## src/include/spi_cfg_defines.svh

```systemverilog
// Offsets, field positions and reset values of the configuration error status block.
// Assumes byte addresses on a 32-bit APB, one aligned word per register.
`ifndef SPI_CFG_DEFINES_SVH
`define SPI_CFG_DEFINES_SVH

`define CCW_OFFSET       8'h60
`define CSW_OFFSET       8'h64
`define IRQ_STAT_OFFSET  8'h68
`define IRQ_MASK_OFFSET  8'h6C

`define CCW_LOOP_BIT     0
`define CCW_MASTER_BIT   2
`define CCW_CPOL_BIT     3
`define CCW_CPHA_BIT     4
`define CCW_LSB_BIT      5

`define CSW_CMD_BIT      10
`define CSW_FLAG_LSB     6
`define CSW_RSVD_MSB     31
`define CSW_RSVD_LSB     11

`define CCW_RESET        5'h00
`define FLAGS_RESET      5'h02
`define IRQ_MASK_RESET   5'h00

`endif

```

## src/include/spi_cfg_pkg.sv

```systemverilog
// Types shared by the configuration error status block and its users.
// Offsets and bit positions live in spi_cfg_defines.svh.
package spi_cfg_pkg;

    typedef enum logic [1:0] {
        MODE_STD,
        MODE_DUAL,
        MODE_QUAD
    } spi_mode_t;

    // Order matches status bits 10 down to 6
    typedef struct packed {
        logic cmd;
        logic loop;
        logic msb;
        logic slave;
        logic clk_fmt;
    } flags_t;

    typedef struct packed {
        logic lsb_first;
        logic cpha;
        logic cpol;
        logic master;
        logic loop;
    } ctrl_t;

    typedef struct packed {
        logic       valid;
        logic [7:0] data;
    } tx_push_t;

endpackage

```

## src/verilog/spi_config_error_status.sv

```systemverilog
// Configuration error status word of a dual/quad capable SPI core, with control and interrupt registers.
// Assumes an APB master on pclk, and a transmit queue that reports each entry it accepts on tx_push.
//
// Overview of operation
// - The status word at 0x64 is read-only, writes leave it unchanged, and bits 31:11 read as zero.
// - In dual or quad mode bit 10 sets when the first queue entry after reset is not a supported command.
// - Bit 9 sets when loopback is on outside standard mode and stays 0 while loopback is off.
// - Loopback outside standard mode also raises its interrupt status bit.
// - In dual or quad mode bit 8 sets while least-significant-first order is selected.
// - Bit 7 resets to 1 and in dual or quad mode shows 1 while slave and 0 once master is selected.
// - In dual or quad mode bit 6 sets when clock polarity and phase are 01 or 10.
//
// Added by the designer: the APB register port.
`timescale 1ns/10ps
`include "spi_cfg_defines.svh"

module spi_config_error_status #(
    parameter int                     ADDR_W   = 8,
    parameter spi_cfg_pkg::spi_mode_t SPI_MODE = spi_cfg_pkg::MODE_QUAD,
    parameter int                     N_CMD    = 8,
    parameter logic [N_CMD*8-1:0]     CMD_LIST = {8'h03, 8'h0B, 8'h3B, 8'h6B, 8'h02, 8'h05, 8'h9F, 8'h06}
) (
    input  wire logic                  pclk,
    input  wire logic                  presetn,
    input  wire logic                  clk_en,
    input  wire logic                  psel,
    input  wire logic                  penable,
    input  wire logic                  pwrite,
    input  wire logic [ADDR_W-1:0]     paddr,
    input  wire logic [31:0]           pwdata,
    input  wire spi_cfg_pkg::tx_push_t tx_push,
    output logic      [31:0]           prdata,
    output logic                       pready,
    output logic                       pslverr,
    output logic                       irq
);
    import spi_cfg_pkg::*;

    // Mode is fixed at build time; a standard-mode build keeps every flag but bit 7 clear
    localparam logic NON_STD = (SPI_MODE != MODE_STD);

    ctrl_t       ctrl_q;
    ctrl_t       ctrl_d;
    flags_t      flags_q;
    flags_t      flags_d;
    flags_t      events;
    flags_t      stat_q;
    flags_t      stat_d;
    flags_t      mask_q;
    flags_t      mask_d;
    logic        first_q;
    logic        first_d;
    logic        pready_q;
    logic        pready_d;
    logic        pslverr_q;
    logic        pslverr_d;
    logic        irq_q;
    logic        irq_d;
    logic [31:0] prdata_q;
    logic [31:0] prdata_d;
    logic        wr_done;
    logic        rd_take;

    function automatic logic addr_is(input logic [ADDR_W-1:0] a, input logic [7:0] off);
        addr_is = (a == ADDR_W'(off));
    endfunction

    function automatic logic cmd_ok(input logic [7:0] c);
        logic hit;
        hit = 1'b0;
        for (int i = 0; i < N_CMD; i++)
        begin
            if (CMD_LIST[i*8 +: 8] == c)
            begin
                hit = 1'b1;
            end
        end
        cmd_ok = hit;
    endfunction

    function automatic logic mapped(input logic [ADDR_W-1:0] a);
        mapped = addr_is(a, `CCW_OFFSET) || addr_is(a, `CSW_OFFSET) ||
                 addr_is(a, `IRQ_STAT_OFFSET) || addr_is(a, `IRQ_MASK_OFFSET);
    endfunction

    // Every access gets one wait state plus any cycles with clk_en low: pready rises in the second enabled access cycle
    assign rd_take = psel && penable && !pready_q;
    assign wr_done = psel && penable && pready_q && pwrite;

    always_comb
    begin
        ctrl_d    = ctrl_q;
        mask_d    = mask_q;
        first_d   = first_q;
        flags_d   = flags_q;
        stat_d    = stat_q;
        pready_d  = rd_take;
        pslverr_d = 1'b0;
        prdata_d  = 32'h0000_0000;
        irq_d     = irq_q;

        // The status word has no write path at all
        if (wr_done && addr_is(paddr, `CCW_OFFSET))
        begin
            ctrl_d.loop      = pwdata[`CCW_LOOP_BIT];
            ctrl_d.master    = pwdata[`CCW_MASTER_BIT];
            ctrl_d.cpol      = pwdata[`CCW_CPOL_BIT];
            ctrl_d.cpha      = pwdata[`CCW_CPHA_BIT];
            ctrl_d.lsb_first = pwdata[`CCW_LSB_BIT];
        end
        if (wr_done && addr_is(paddr, `IRQ_MASK_OFFSET))
        begin
            mask_d = flags_t'(pwdata[`CSW_CMD_BIT:`CSW_FLAG_LSB]);
        end

        // Only the very first entry is judged; later commands go unchecked
        if (tx_push.valid && !first_q)
        begin
            first_d = 1'b1;
            if (NON_STD && !cmd_ok(tx_push.data))
            begin
                flags_d.cmd = 1'b1;
            end
        end

        // Level flags follow the control word one cycle late
        flags_d.loop    = NON_STD && ctrl_q.loop;
        flags_d.msb     = NON_STD && ctrl_q.lsb_first;
        flags_d.slave   = NON_STD ? !ctrl_q.master : 1'b1;
        flags_d.clk_fmt = NON_STD && (ctrl_q.cpol ^ ctrl_q.cpha);

        // A rising flag is an event; a flag held high raises only one
        events = flags_d & ~flags_q;

        // Write one to clear, and a new event in the same cycle wins
        if (wr_done && addr_is(paddr, `IRQ_STAT_OFFSET))
        begin
            stat_d = stat_d & ~flags_t'(pwdata[`CSW_CMD_BIT:`CSW_FLAG_LSB]);
        end
        stat_d = stat_d | events;

        irq_d = |(stat_d & mask_d);

        if (rd_take)
        begin
            pslverr_d = !mapped(paddr);
            if (!pwrite)
            begin
                if (addr_is(paddr, `CSW_OFFSET))
                begin
                    prdata_d[`CSW_CMD_BIT:`CSW_FLAG_LSB] = flags_q;
                end
                else if (addr_is(paddr, `CCW_OFFSET))
                begin
                    prdata_d[`CCW_LOOP_BIT]   = ctrl_q.loop;
                    prdata_d[`CCW_MASTER_BIT] = ctrl_q.master;
                    prdata_d[`CCW_CPOL_BIT]   = ctrl_q.cpol;
                    prdata_d[`CCW_CPHA_BIT]   = ctrl_q.cpha;
                    prdata_d[`CCW_LSB_BIT]    = ctrl_q.lsb_first;
                end
                else if (addr_is(paddr, `IRQ_STAT_OFFSET))
                begin
                    prdata_d[`CSW_CMD_BIT:`CSW_FLAG_LSB] = stat_q;
                end
                else if (addr_is(paddr, `IRQ_MASK_OFFSET))
                begin
                    prdata_d[`CSW_CMD_BIT:`CSW_FLAG_LSB] = mask_q;
                end
                else
                begin
                    prdata_d = 32'h0000_0000;
                end
            end
        end
    end

    always_ff @(posedge pclk or negedge presetn)
    begin
        if (!presetn)
        begin
            ctrl_q    <= `CCW_RESET;
            mask_q    <= `IRQ_MASK_RESET;
            flags_q   <= `FLAGS_RESET;
            stat_q    <= 5'h00;
            first_q   <= 1'b0;
            pready_q  <= 1'b0;
            pslverr_q <= 1'b0;
            prdata_q  <= 32'h0000_0000;
            irq_q     <= 1'b0;
        end
        else if (clk_en)
        begin
            ctrl_q    <= ctrl_d;
            mask_q    <= mask_d;
            flags_q   <= flags_d;
            stat_q    <= stat_d;
            first_q   <= first_d;
            pready_q  <= pready_d;
            pslverr_q <= pslverr_d;
            prdata_q  <= prdata_d;
            irq_q     <= irq_d;
        end
    end

    assign prdata  = prdata_q;
    assign pready  = pready_q;
    assign pslverr = pslverr_q;
    assign irq     = irq_q;
endmodule

```

## config.mk

```make
export PLATFORM = sky130hd
export DESIGN_NAME = spi_config_error_status
export DESIGN_NICKNAME = d
export VERILOG_FILES = /design/src/include/spi_cfg_pkg.sv /design/src/verilog/spi_config_error_status.sv
export VERILOG_INCLUDE_DIRS = /design/src /design/src/include
export SDC_FILE = /design/constraint.sdc
export NUM_CORES = 1
export LEC_CHECK = 0
export BUFFER_PORTS_ARGS = -buffer_cell sky130_fd_sc_hd__clkbuf_2
export CORE_UTILIZATION = 30
export CTS_BUF_LIST = sky130_fd_sc_hd__clkbuf_16
export CTS_CLUSTER_SIZE = 12
export DETAILED_ROUTE_END_ITERATION = 10
export PLACE_DENSITY = 0.61
export SETUP_SLACK_MARGIN = 0.05
export SLEW_MARGIN = 40
export SYNTH_ARGS = -nofsm -noshare
export SYNTH_HDL_FRONTEND = slang
export SYNTH_SLANG_ARGS = --single-unit
```

## constraint.sdc

```tcl
create_clock -name pclk -period 2 [get_ports pclk]
set_clock_uncertainty 0.05 [all_clocks]
set_input_delay 0.4 -clock pclk [delete_from_list [all_inputs] [get_ports pclk]]
set_output_delay 0.4 -clock pclk [all_outputs]
set_load 0.03 [all_outputs]
```

# [After elaboration in Yosys (flattened, before gate mapping)]
# Index checks and enable logic that the tools add are counted.
# W data, S select, Z words.
[op_classes] n_eq_ne=12 muxes=24 bitwise_logic=7 reduce_logical=18
[op_table] op="$mux W32" count=2
[op_table] op="$eq A8 B7 Y1 const B" count=4
[op_table] op="$mux W5" count=6
[op_table] op="$mux W21" count=1
[op_table] op="$eq A2 B8 Y1 const A" count=2
[op_table] op="$eq A3 B8 Y1 const A" count=2
[op_table] op="$and A5 B5 Y5" count=3
[op_table] op="$mux W1" count=13
[op_table] op="$not A5 Y5" count=2
[op_table] op="$eq A4 B8 Y1 const A" count=1
[op_table] op="$eq A6 B8 Y1 const A" count=1
[op_table] op="$eq A7 B8 Y1 const A" count=1
[op_table] op="$eq A8 B8 Y1 const A" count=1
[op_table] op="$logic_and A1 B1 Y1" count=8
[op_table] op="$mux W6" count=1
[op_table] op="$or A5 B5 Y5" count=1
[op_table] op="$reduce_or A5 Y1" count=1
[op_table] op="$logic_not A1 Y1" count=4
[op_table] op="$mux W4" count=1
[op_table] op="$reduce_and A2 Y1" count=2
[op_table] op="$logic_or A1 B1 Y1" count=3
[op_table] op="$xor A1 B1 Y1" count=1
[word_totals] reg_bits=56 out_inout_bits=35

# [Depth between registers and ports, before layout]
# Gate-level depths: netlist of the first run.
[logic_depth] depth_word=16 ltp_mapped=7 ltp_nobuf=6

# [Worst setup path before layout of the first run]
# No wires, ideal clock.
[synth_path] path_kind="register to register" from="register pready_q (netlist: pready)" to="register irq_q (netlist: irq)" setup_time_ns=0.125 t_arrival_ns=1.531 setup_slack_ns=0.293 path_stages_with_launch=8 period_less_slack_ns=1.707 path_cell_list="dfrtp_1 and4_1 buf_2 nand4_1 a21oi_1 o22ai_1 a211oi_2 o22ai_1"
[synth_via] elab_chain_len=7
[synth_lines] element="from (decl)" line="spi_config_error_status.sv:53" source="logic pready_q;"
[synth_lines] element="from (signal assigned)" line="spi_config_error_status.sv:198" source="pready_q <= pready_d;"
[synth_lines] element="$logic_and A1 B1 Y1 (*) (2 in series)" line="spi_config_error_status.sv:88" source="assign wr_done = psel && penable && pready_q && pwrite;"
[synth_lines] element="$logic_and A1 B1 Y1" line="spi_config_error_status.sv:136" source="if (wr_done && addr_is(paddr, `IRQ_STAT_OFFSET))"
[synth_lines] element="$mux W5" line="spi_config_error_status.sv:136"
[synth_lines] element="$or A5 B5 Y5" line="spi_config_error_status.sv:140" source="stat_d = stat_d | events;"
[synth_lines] element="$and A5 B5 Y5 (*)" line="spi_config_error_status.sv:142" source="irq_d = |(stat_d & mask_d);"
[synth_lines] element="$reduce_or A5 Y1 (*)" line="spi_config_error_status.sv:142"
[synth_lines] element="to (signal assigned)" line="spi_config_error_status.sv:201" source="irq_q <= irq_d;"
[synth_lines] element="to (decl)" line="spi_config_error_status.sv:57" source="logic irq_q;"
# Every way passes the cells marked *; elsewhere a longest branch is shown, timed or not.
# A chain may end at the register's enable or synchronous reset.

# [Worst setup path in the final report of the first run]
# Ends and elaborated chain as after synthesis.

==> results of run 1 <==
-- per-layer routing --
layer,track usage,up-vias,wire [um]
li1,-,693,-
met1,0.177,711,1960
met2,0.235,48,2060
met3,0.0389,5,216
met4,0.0368,0,37
met5,0,-,0
-- Yosys cell counts (2+ instances only) --
cell type,instances,area share
a21o_1,2,0.0079
a21oi_1,7,0.018
a222oi_1,5,0.026
a22o_1,6,0.028
and2_1,2,0.0066
buf_2,2,0.0052
buf_4,24,0.094
clkbuf_1,3,0.0059
dfrtp_1,33,0.43
inv_1,5,0.0098
mux2_1,3,0.018
mux2_2,2,0.012
mux2_4,5,0.039
mux2i_1,4,0.021
nand2_1,6,0.012
nand2b_1,3,0.0098
nand3_1,6,0.016
nand3_2,2,0.010
nand3_4,2,0.018
nand4_1,5,0.016
nor2_1,6,0.012
nor3_1,2,0.0052
o21a_1,2,0.0079
o21ai_0,4,0.010
o21ai_1,2,0.0052
o22ai_1,2,0.0066
o2bb2ai_1,6,0.028
xnor2_1,2,0.0092
-- path summary, 6_finish.rpt --
kind | to | slack (ps) | cells past startpoint
max reg2reg | irq | 360 | 6
min in group pclk | ctrl_q[0] | 300 | 2
max | irq | 360 | 6
min | prdata[10] | 100 | 2
min reg2reg | first_q | 420 | 1
max in group asynchronous | flags_q[1] | 1460 | 2
-- power by group --
| group | leakage [nW] | internal (W) | total, W | switching [W] |
|---|---|---|---|---|
| clock network | 0.0694 | 0.000449 | 0.000724 | 0.000275 |
| registers | 0.435 | 0.000714 | 0.000732 | 0.0000177 |
| logic | 0.617 | 0.0000631 | 0.000212 | 0.000149 |
| total | 1.12 | 0.00123 | 0.00167 | 0.000442 |
-- cell type report --
| class | instances | share of cell area |
|---|---|---|
| flip-flops and latches | 34 | 0.374 |
| well taps | 75 | 0.0412 |
| repair buffers | 50 | 0.115 |
| multi-input cells | 125 | 0.402 |
| clock buffers | 5 | 0.0549 |
| inverters | 5 | 0.00824 |
| clock inverters | 2 | 0.00439 |
-- per-stage QoR --
step	cells	util	worst slack [ps]	hold slack, ps
2_1_floorplan	193	-	293	54.4
3_3_place_gp	289	0.355	69.2	410
3_5_place_dp	289	0.355	75.4	403
4_1_cts	296	0.378	247	126
5_1_grt	296	0.378	150	140
6_report	296	0.378	362	98.5
-- kinds of logic after synthesis --
logic type,share of synthesized area
AOI/OAI and AO/OA,0.162
xor gates and xnor gates,0.0138
buffers and inverters,0.115
DFF,0.447
muxes,0.0898
other,0.00197
and+or+nand+nor,0.171
-- sequential cells by signal (all words and copies together), names as in the netlist --
signal,cells
prdata,10
ctrl_q,5
flags_q,5
mask_q,5
stat_q,5
first_q,1
irq,1
pready,1
pslverr,1
-- critical path: stages, from the launching register on --
cell	delay, ps
dfrtp_1	360
and4_2	370
nand4_1	120
a21oi_1	210
o22ai_1	130
a211oi_2	170
o22ai_1	100
-- layout by cell type, fill, tap and decap left out, types with 4 or more instances in the layout --
cell / n
clkbuf_2: 45
dfrtp_1: 33
conb_1: 22
a21oi_1: 7
nand2_1: 6
nand3_1: 6
nor2_1: 6
o2bb2ai_1: 6
a22o_1: 6
nand4_1: 5
inv_1: 5
a222oi_1: 5
mux2_4: 5
clkbuf_16: 5
buf_4: 5
o21ai_0: 4
mux2i_1: 4
==> impl_metrics.yaml, run 1 <==
clock_network:
  cts_tree: "built"
  clockBufferDepth: 2
  cts_htree_levels: 2
  holdBufCountCts: 0
  path_clk_slew_ps: 50
  cts_made_buffers: 5
  clkLatencyLatePin_ps: 280
  post_cts_resized: 0
  cts.root.buffer_cell: "clkbuf_16"
  postCtsSetupBuffers: 0
  clock-sinks: 34
cells_and_area:
  drive_above_1_share: 0.348
  fillers: 612
  seq_area_um2: 852
  postLayoutCellArea_um2: 2280
  multi_input_area_um2: 916
  nNetsFinal: 276
  synthToLayoutAreaGrowth_pct: 19.4
  diodes: 0
route:
  wl_per_cell_um: 14.4
  drtIter0Drc: 78
  drc: 0
  num_vias: 1457
  drtPass1Iterations: 4
  drt-total-wl_um: 4280
  final_antenna_net_count: 0
  via_per_inst: 4.92
synthesis:
  ys_seq_area_frac: 0.447
  async_flop_share: 1.00
  synth_warnings: 0
  synth_area_um2: 1910
  synth_ff_type: "dfrtp_1"
  syn_inst: 172
  ys_types: 47
  synth-seq-cells: 34
  synth_edf_count: 0
  syn_area_per_cell_um2: 11.1
timing:
  finalSetupViolations: 0
  slew_viol_final: 0
  post-route-min-period_ps: 1640
  rsz0062_at_grt: "false"
  max_freq_mhz: 611
  finalSetupTns_ps: 0
  period_share: 0.819
  worstMarginPinSlew_ps: 546
  hold_violations: 0
  slew_headroom: 0.636
place:
  io_buffers: 45
  dpl_cell_area_um2: 2140
  gp_congestion: 0.790
  hpwl_um: 3150
setup_path:
  critPathLaunchType: "register"
  crit_path_max_fanout: 8
  cp.arrival_ps: 1750
  crit_start: "pready"
  endpoint_kind: "register"
  required_ps: 2110
  criticalPathCategory: "reg2reg"
  r2r_start: "pready"
global_route:
  grt_max_degree: 35
  grt_usage: 0.140
  grt-ovfl-total: 0
  antenna_found_initial: 0
  grt_pass1_wl_um: 6920
  grt_pass1_vias: 1415
run:
  cap_violations: 0
floorplan:
  die-width_um: 81.8
  initial_core_util: 0.317
  die_area_um2: 6680
  rows: 28
  die_h_um: 81.8
  boundaryPins: 90
  core_um2: 6030
outcome:
  status: "completed"
min_path:
  hold_path_class: "in2async"
power_and_ir_drop:
  p_leak_nw: 1.12
  peakVddDrop_uv: 404
  p_per_area_nw_per_um2: 732
  total_power_w: 0.00167
Note: power is estimated with default switching activity, not from simulation.
==> run 2: changes to the inputs <==
- ABC_AREA: not set -> 1
- PLACE_DENSITY: 0.61 -> 0.59
- clock period: 2 -> 1.69 ns (I/O delays scaled with it)
==> run 2 against run 1 <==
Net effect: final area is 14% higher; worst setup slack got worse by 100 ps; fmax is 15% higher; sequential power is 23% higher; largest power group unchanged; highest routed layer unchanged.
==> impl_metrics.yaml, run 2 <==
outcome:
  status: "completed"
timing:
  period_share: 0.845
  slew_viol_final: 0
  rsz0062_at_grt: "false"
  holdWs_ps: 241
  post-route-min-period_ps: 1430
  finalSetupTns_ps: 0
  final.setup.worst_slack_ps: 262
  finalSetupViolations: 0
  hold_violations: 0
  max_freq_mhz: 700
synthesis:
  yosys.cell_count.top_type: "nand2_1"
  synth_ff_type: "dfrtp_1"
  async_flop_share: 1.00
  ys_types: 36
  ys_seq_area_frac: 0.398
  yosys.area.top_type: "dfrtp_1"
  synth_edf_count: 0
  synth_area_leaders: "dfrtp_1 39%, nand2_1 11%, buf_4 7.7%"
  synth_area_um2: 2140
  synth_warnings: 0
  syn_inst: 261
  yosysTopAreaCellShare: 0.386
  synth_common_cells: "65 x nand2_1, 33 x dfrtp_1, 31 x inv_1"
  syn_area_per_cell_um2: 8.20
  synth-seq-cells: 34
setup_path:
  cp.arrival_ps: 1540
  path_cells: "nand2_2, nor2_4, buf_12, nand4_4, mux2_4"
  cp_num_cells: 5
  required_ps: 1810
  crit_slowest_cell: "dfrtp_1"
  criticalPathCategory: "reg2reg"
  critical-path-max-stage-delay_ps: 360
  cp_num_buf_inv: 1
  rr_worst_depth: 5
  crit_path_max_fanout: 10
  critPathLaunchType: "register"
  cp_top_family: "simple AND/OR/NAND/NOR gates"
  endpoint_kind: "register"
global_route:
  grt-ovfl-total: 0
  grt_pass1_vias: 1592
  antenna_found_initial: 0
  grt_pass1_wl_um: 7230
  grt_usage: 0.128
  grt_max_degree: 29
route:
  via_per_inst: 4.22
  drtIter0Drc: 70
  drt-total-wl_um: 4330
  drc: 0
  num_vias: 1736
  final_antenna_net_count: 0
  drtPass1Iterations: 5
  wl_per_cell_um: 10.5
clock_network:
  cts_htree_levels: 2
  clockBufferDepth: 2
  postCtsSetupBuffers: 0
  path_clk_slew_ps: 50
  cts.root.buffer_cell: "clkbuf_16"
  cts_tree: "built"
  post_cts_resized: 0
  clock-sinks: 34
  cts_made_buffers: 5
  clkLatencyLatePin_ps: 280
place:
  gp_congestion: 0.810
  io_buffers: 45
  pre_cts_ws_ps: 57.2
  hpwl_um: 3430
min_path:
  worst_hold_path.num_cells: 2
  hold_path_class: "in2reg"
floorplan:
  die_h_um: 86.5
  core_um2: 6830
  boundaryPins: 90
  rows: 30
  die-width_um: 86.5
  die_area_um2: 7470
  initial_core_util: 0.313
cells_and_area:
  diodes: 0
  seq_area_um2: 852
  fillers: 729
  synthToLayoutAreaGrowth_pct: 20.9
  mostFrequentLayoutCells: "65 x nand2_1, 45 x clkbuf_2, 33 x dfrtp_1"
  largest_reg_flops: 10
  layout.cells.most_common: "nand2_1"
  drive_above_1_share: 0.298
  nNetsFinal: 369
  fin_util: 0.379
  multi_input_area_um2: 1040
power_and_ir_drop:
  p_per_area_nw_per_um2: 833
  p_leak_nw: 1.35
  total_power_w: 0.00216
  peakVddDrop_uv: 393
run:
  cap_violations: 0
## run 2: changes by cell type in the layout (fill, tap and decap cells not counted), sizes merged, moves of 4 or more
cell     change
o21ai       +19
inv         +29
nand3       +11
o2bb2ai      -6
nand2       +63
a222oi       -5
nor2        +14
mux2i        -4
mux2         -5
a22o         -6
## run 2: metal layers
metal	part of all wire	global-route usage	wire [um]
met5	0	0	0
met2	0.47	0.206	2030
met1	0.46	0.157	1970
met4	0.016	0.0485	71
met3	0.060	0.0448	259
## run 2: where the power goes
group / leakage (nW) / internal, W / switching (W) / total, W
clock network: 0.0672 / 0.000537 / 0.000340 / 0.000877
registers: 0.450 / 0.000870 / 0.0000263 / 0.000897
logic: 0.829 / 0.000119 / 0.000264 / 0.000383
## run 2: final timing paths
path / startpoint / endpoint / slack (ps)
max: pready / ctrl_q[3] / 260
min: pwdata[0] / ctrl_q[0] / 240
max reg2reg: pready / ctrl_q[3] / 260
min reg2reg: first_q / first_q / 420
max in group asynchronous: presetn / stat_q[3] / 660
min in group asynchronous: presetn / prdata[2] / 480
## run 2: worst reg2reg max path: stages (launching register included)
cell and delay [ps]:
dfrtp_1 360, nand2_2 70, nor2_4 140, buf_12 160
nand4_4 190, mux2_4 340
## run 2: through the flow
stage | cells | cell area (um^2)
6_report | 411 | 2590
5_1_grt | 411 | 2590
4_1_cts | 411 | 2590
3_5_place_dp | 402 | 2440
3_3_place_gp | 402 | 2440
2_1_floorplan | 282 | 2220
## run 2: timing repair
| action | in CTS | in global routing |
|---|---|---|
| setup endpoints to repair | 0 | 0 |
| endpoints found under the hold margin | 14 | 0 |
| hold buffers | 1 | 0 |
## run 2: logic make-up after synthesis
logic type,count (synthesis),share of synthesized area
AO/OA/AOI/OAI,40,0.101
XOR/XNOR,1,0.00409
other,1,0.00175
buffers and inverters,61,0.154
flip-flops,34,0.398
AND/OR/NAND/NOR,119,0.306
multiplexers,5,0.0351
## run 2: layout make-up
| type | instances | share of cell area |
|---|---|---|
| Multi-Input combinational cell | 187 | 0.400 |
| Clock buffer | 5 | 0.0484 |
| Sequential cell | 34 | 0.329 |
| Tap cell | 96 | 0.0464 |
| Inverter | 34 | 0.0513 |
| Clock inverter | 3 | 0.00629 |
| Timing Repair Buffer | 52 | 0.118 |
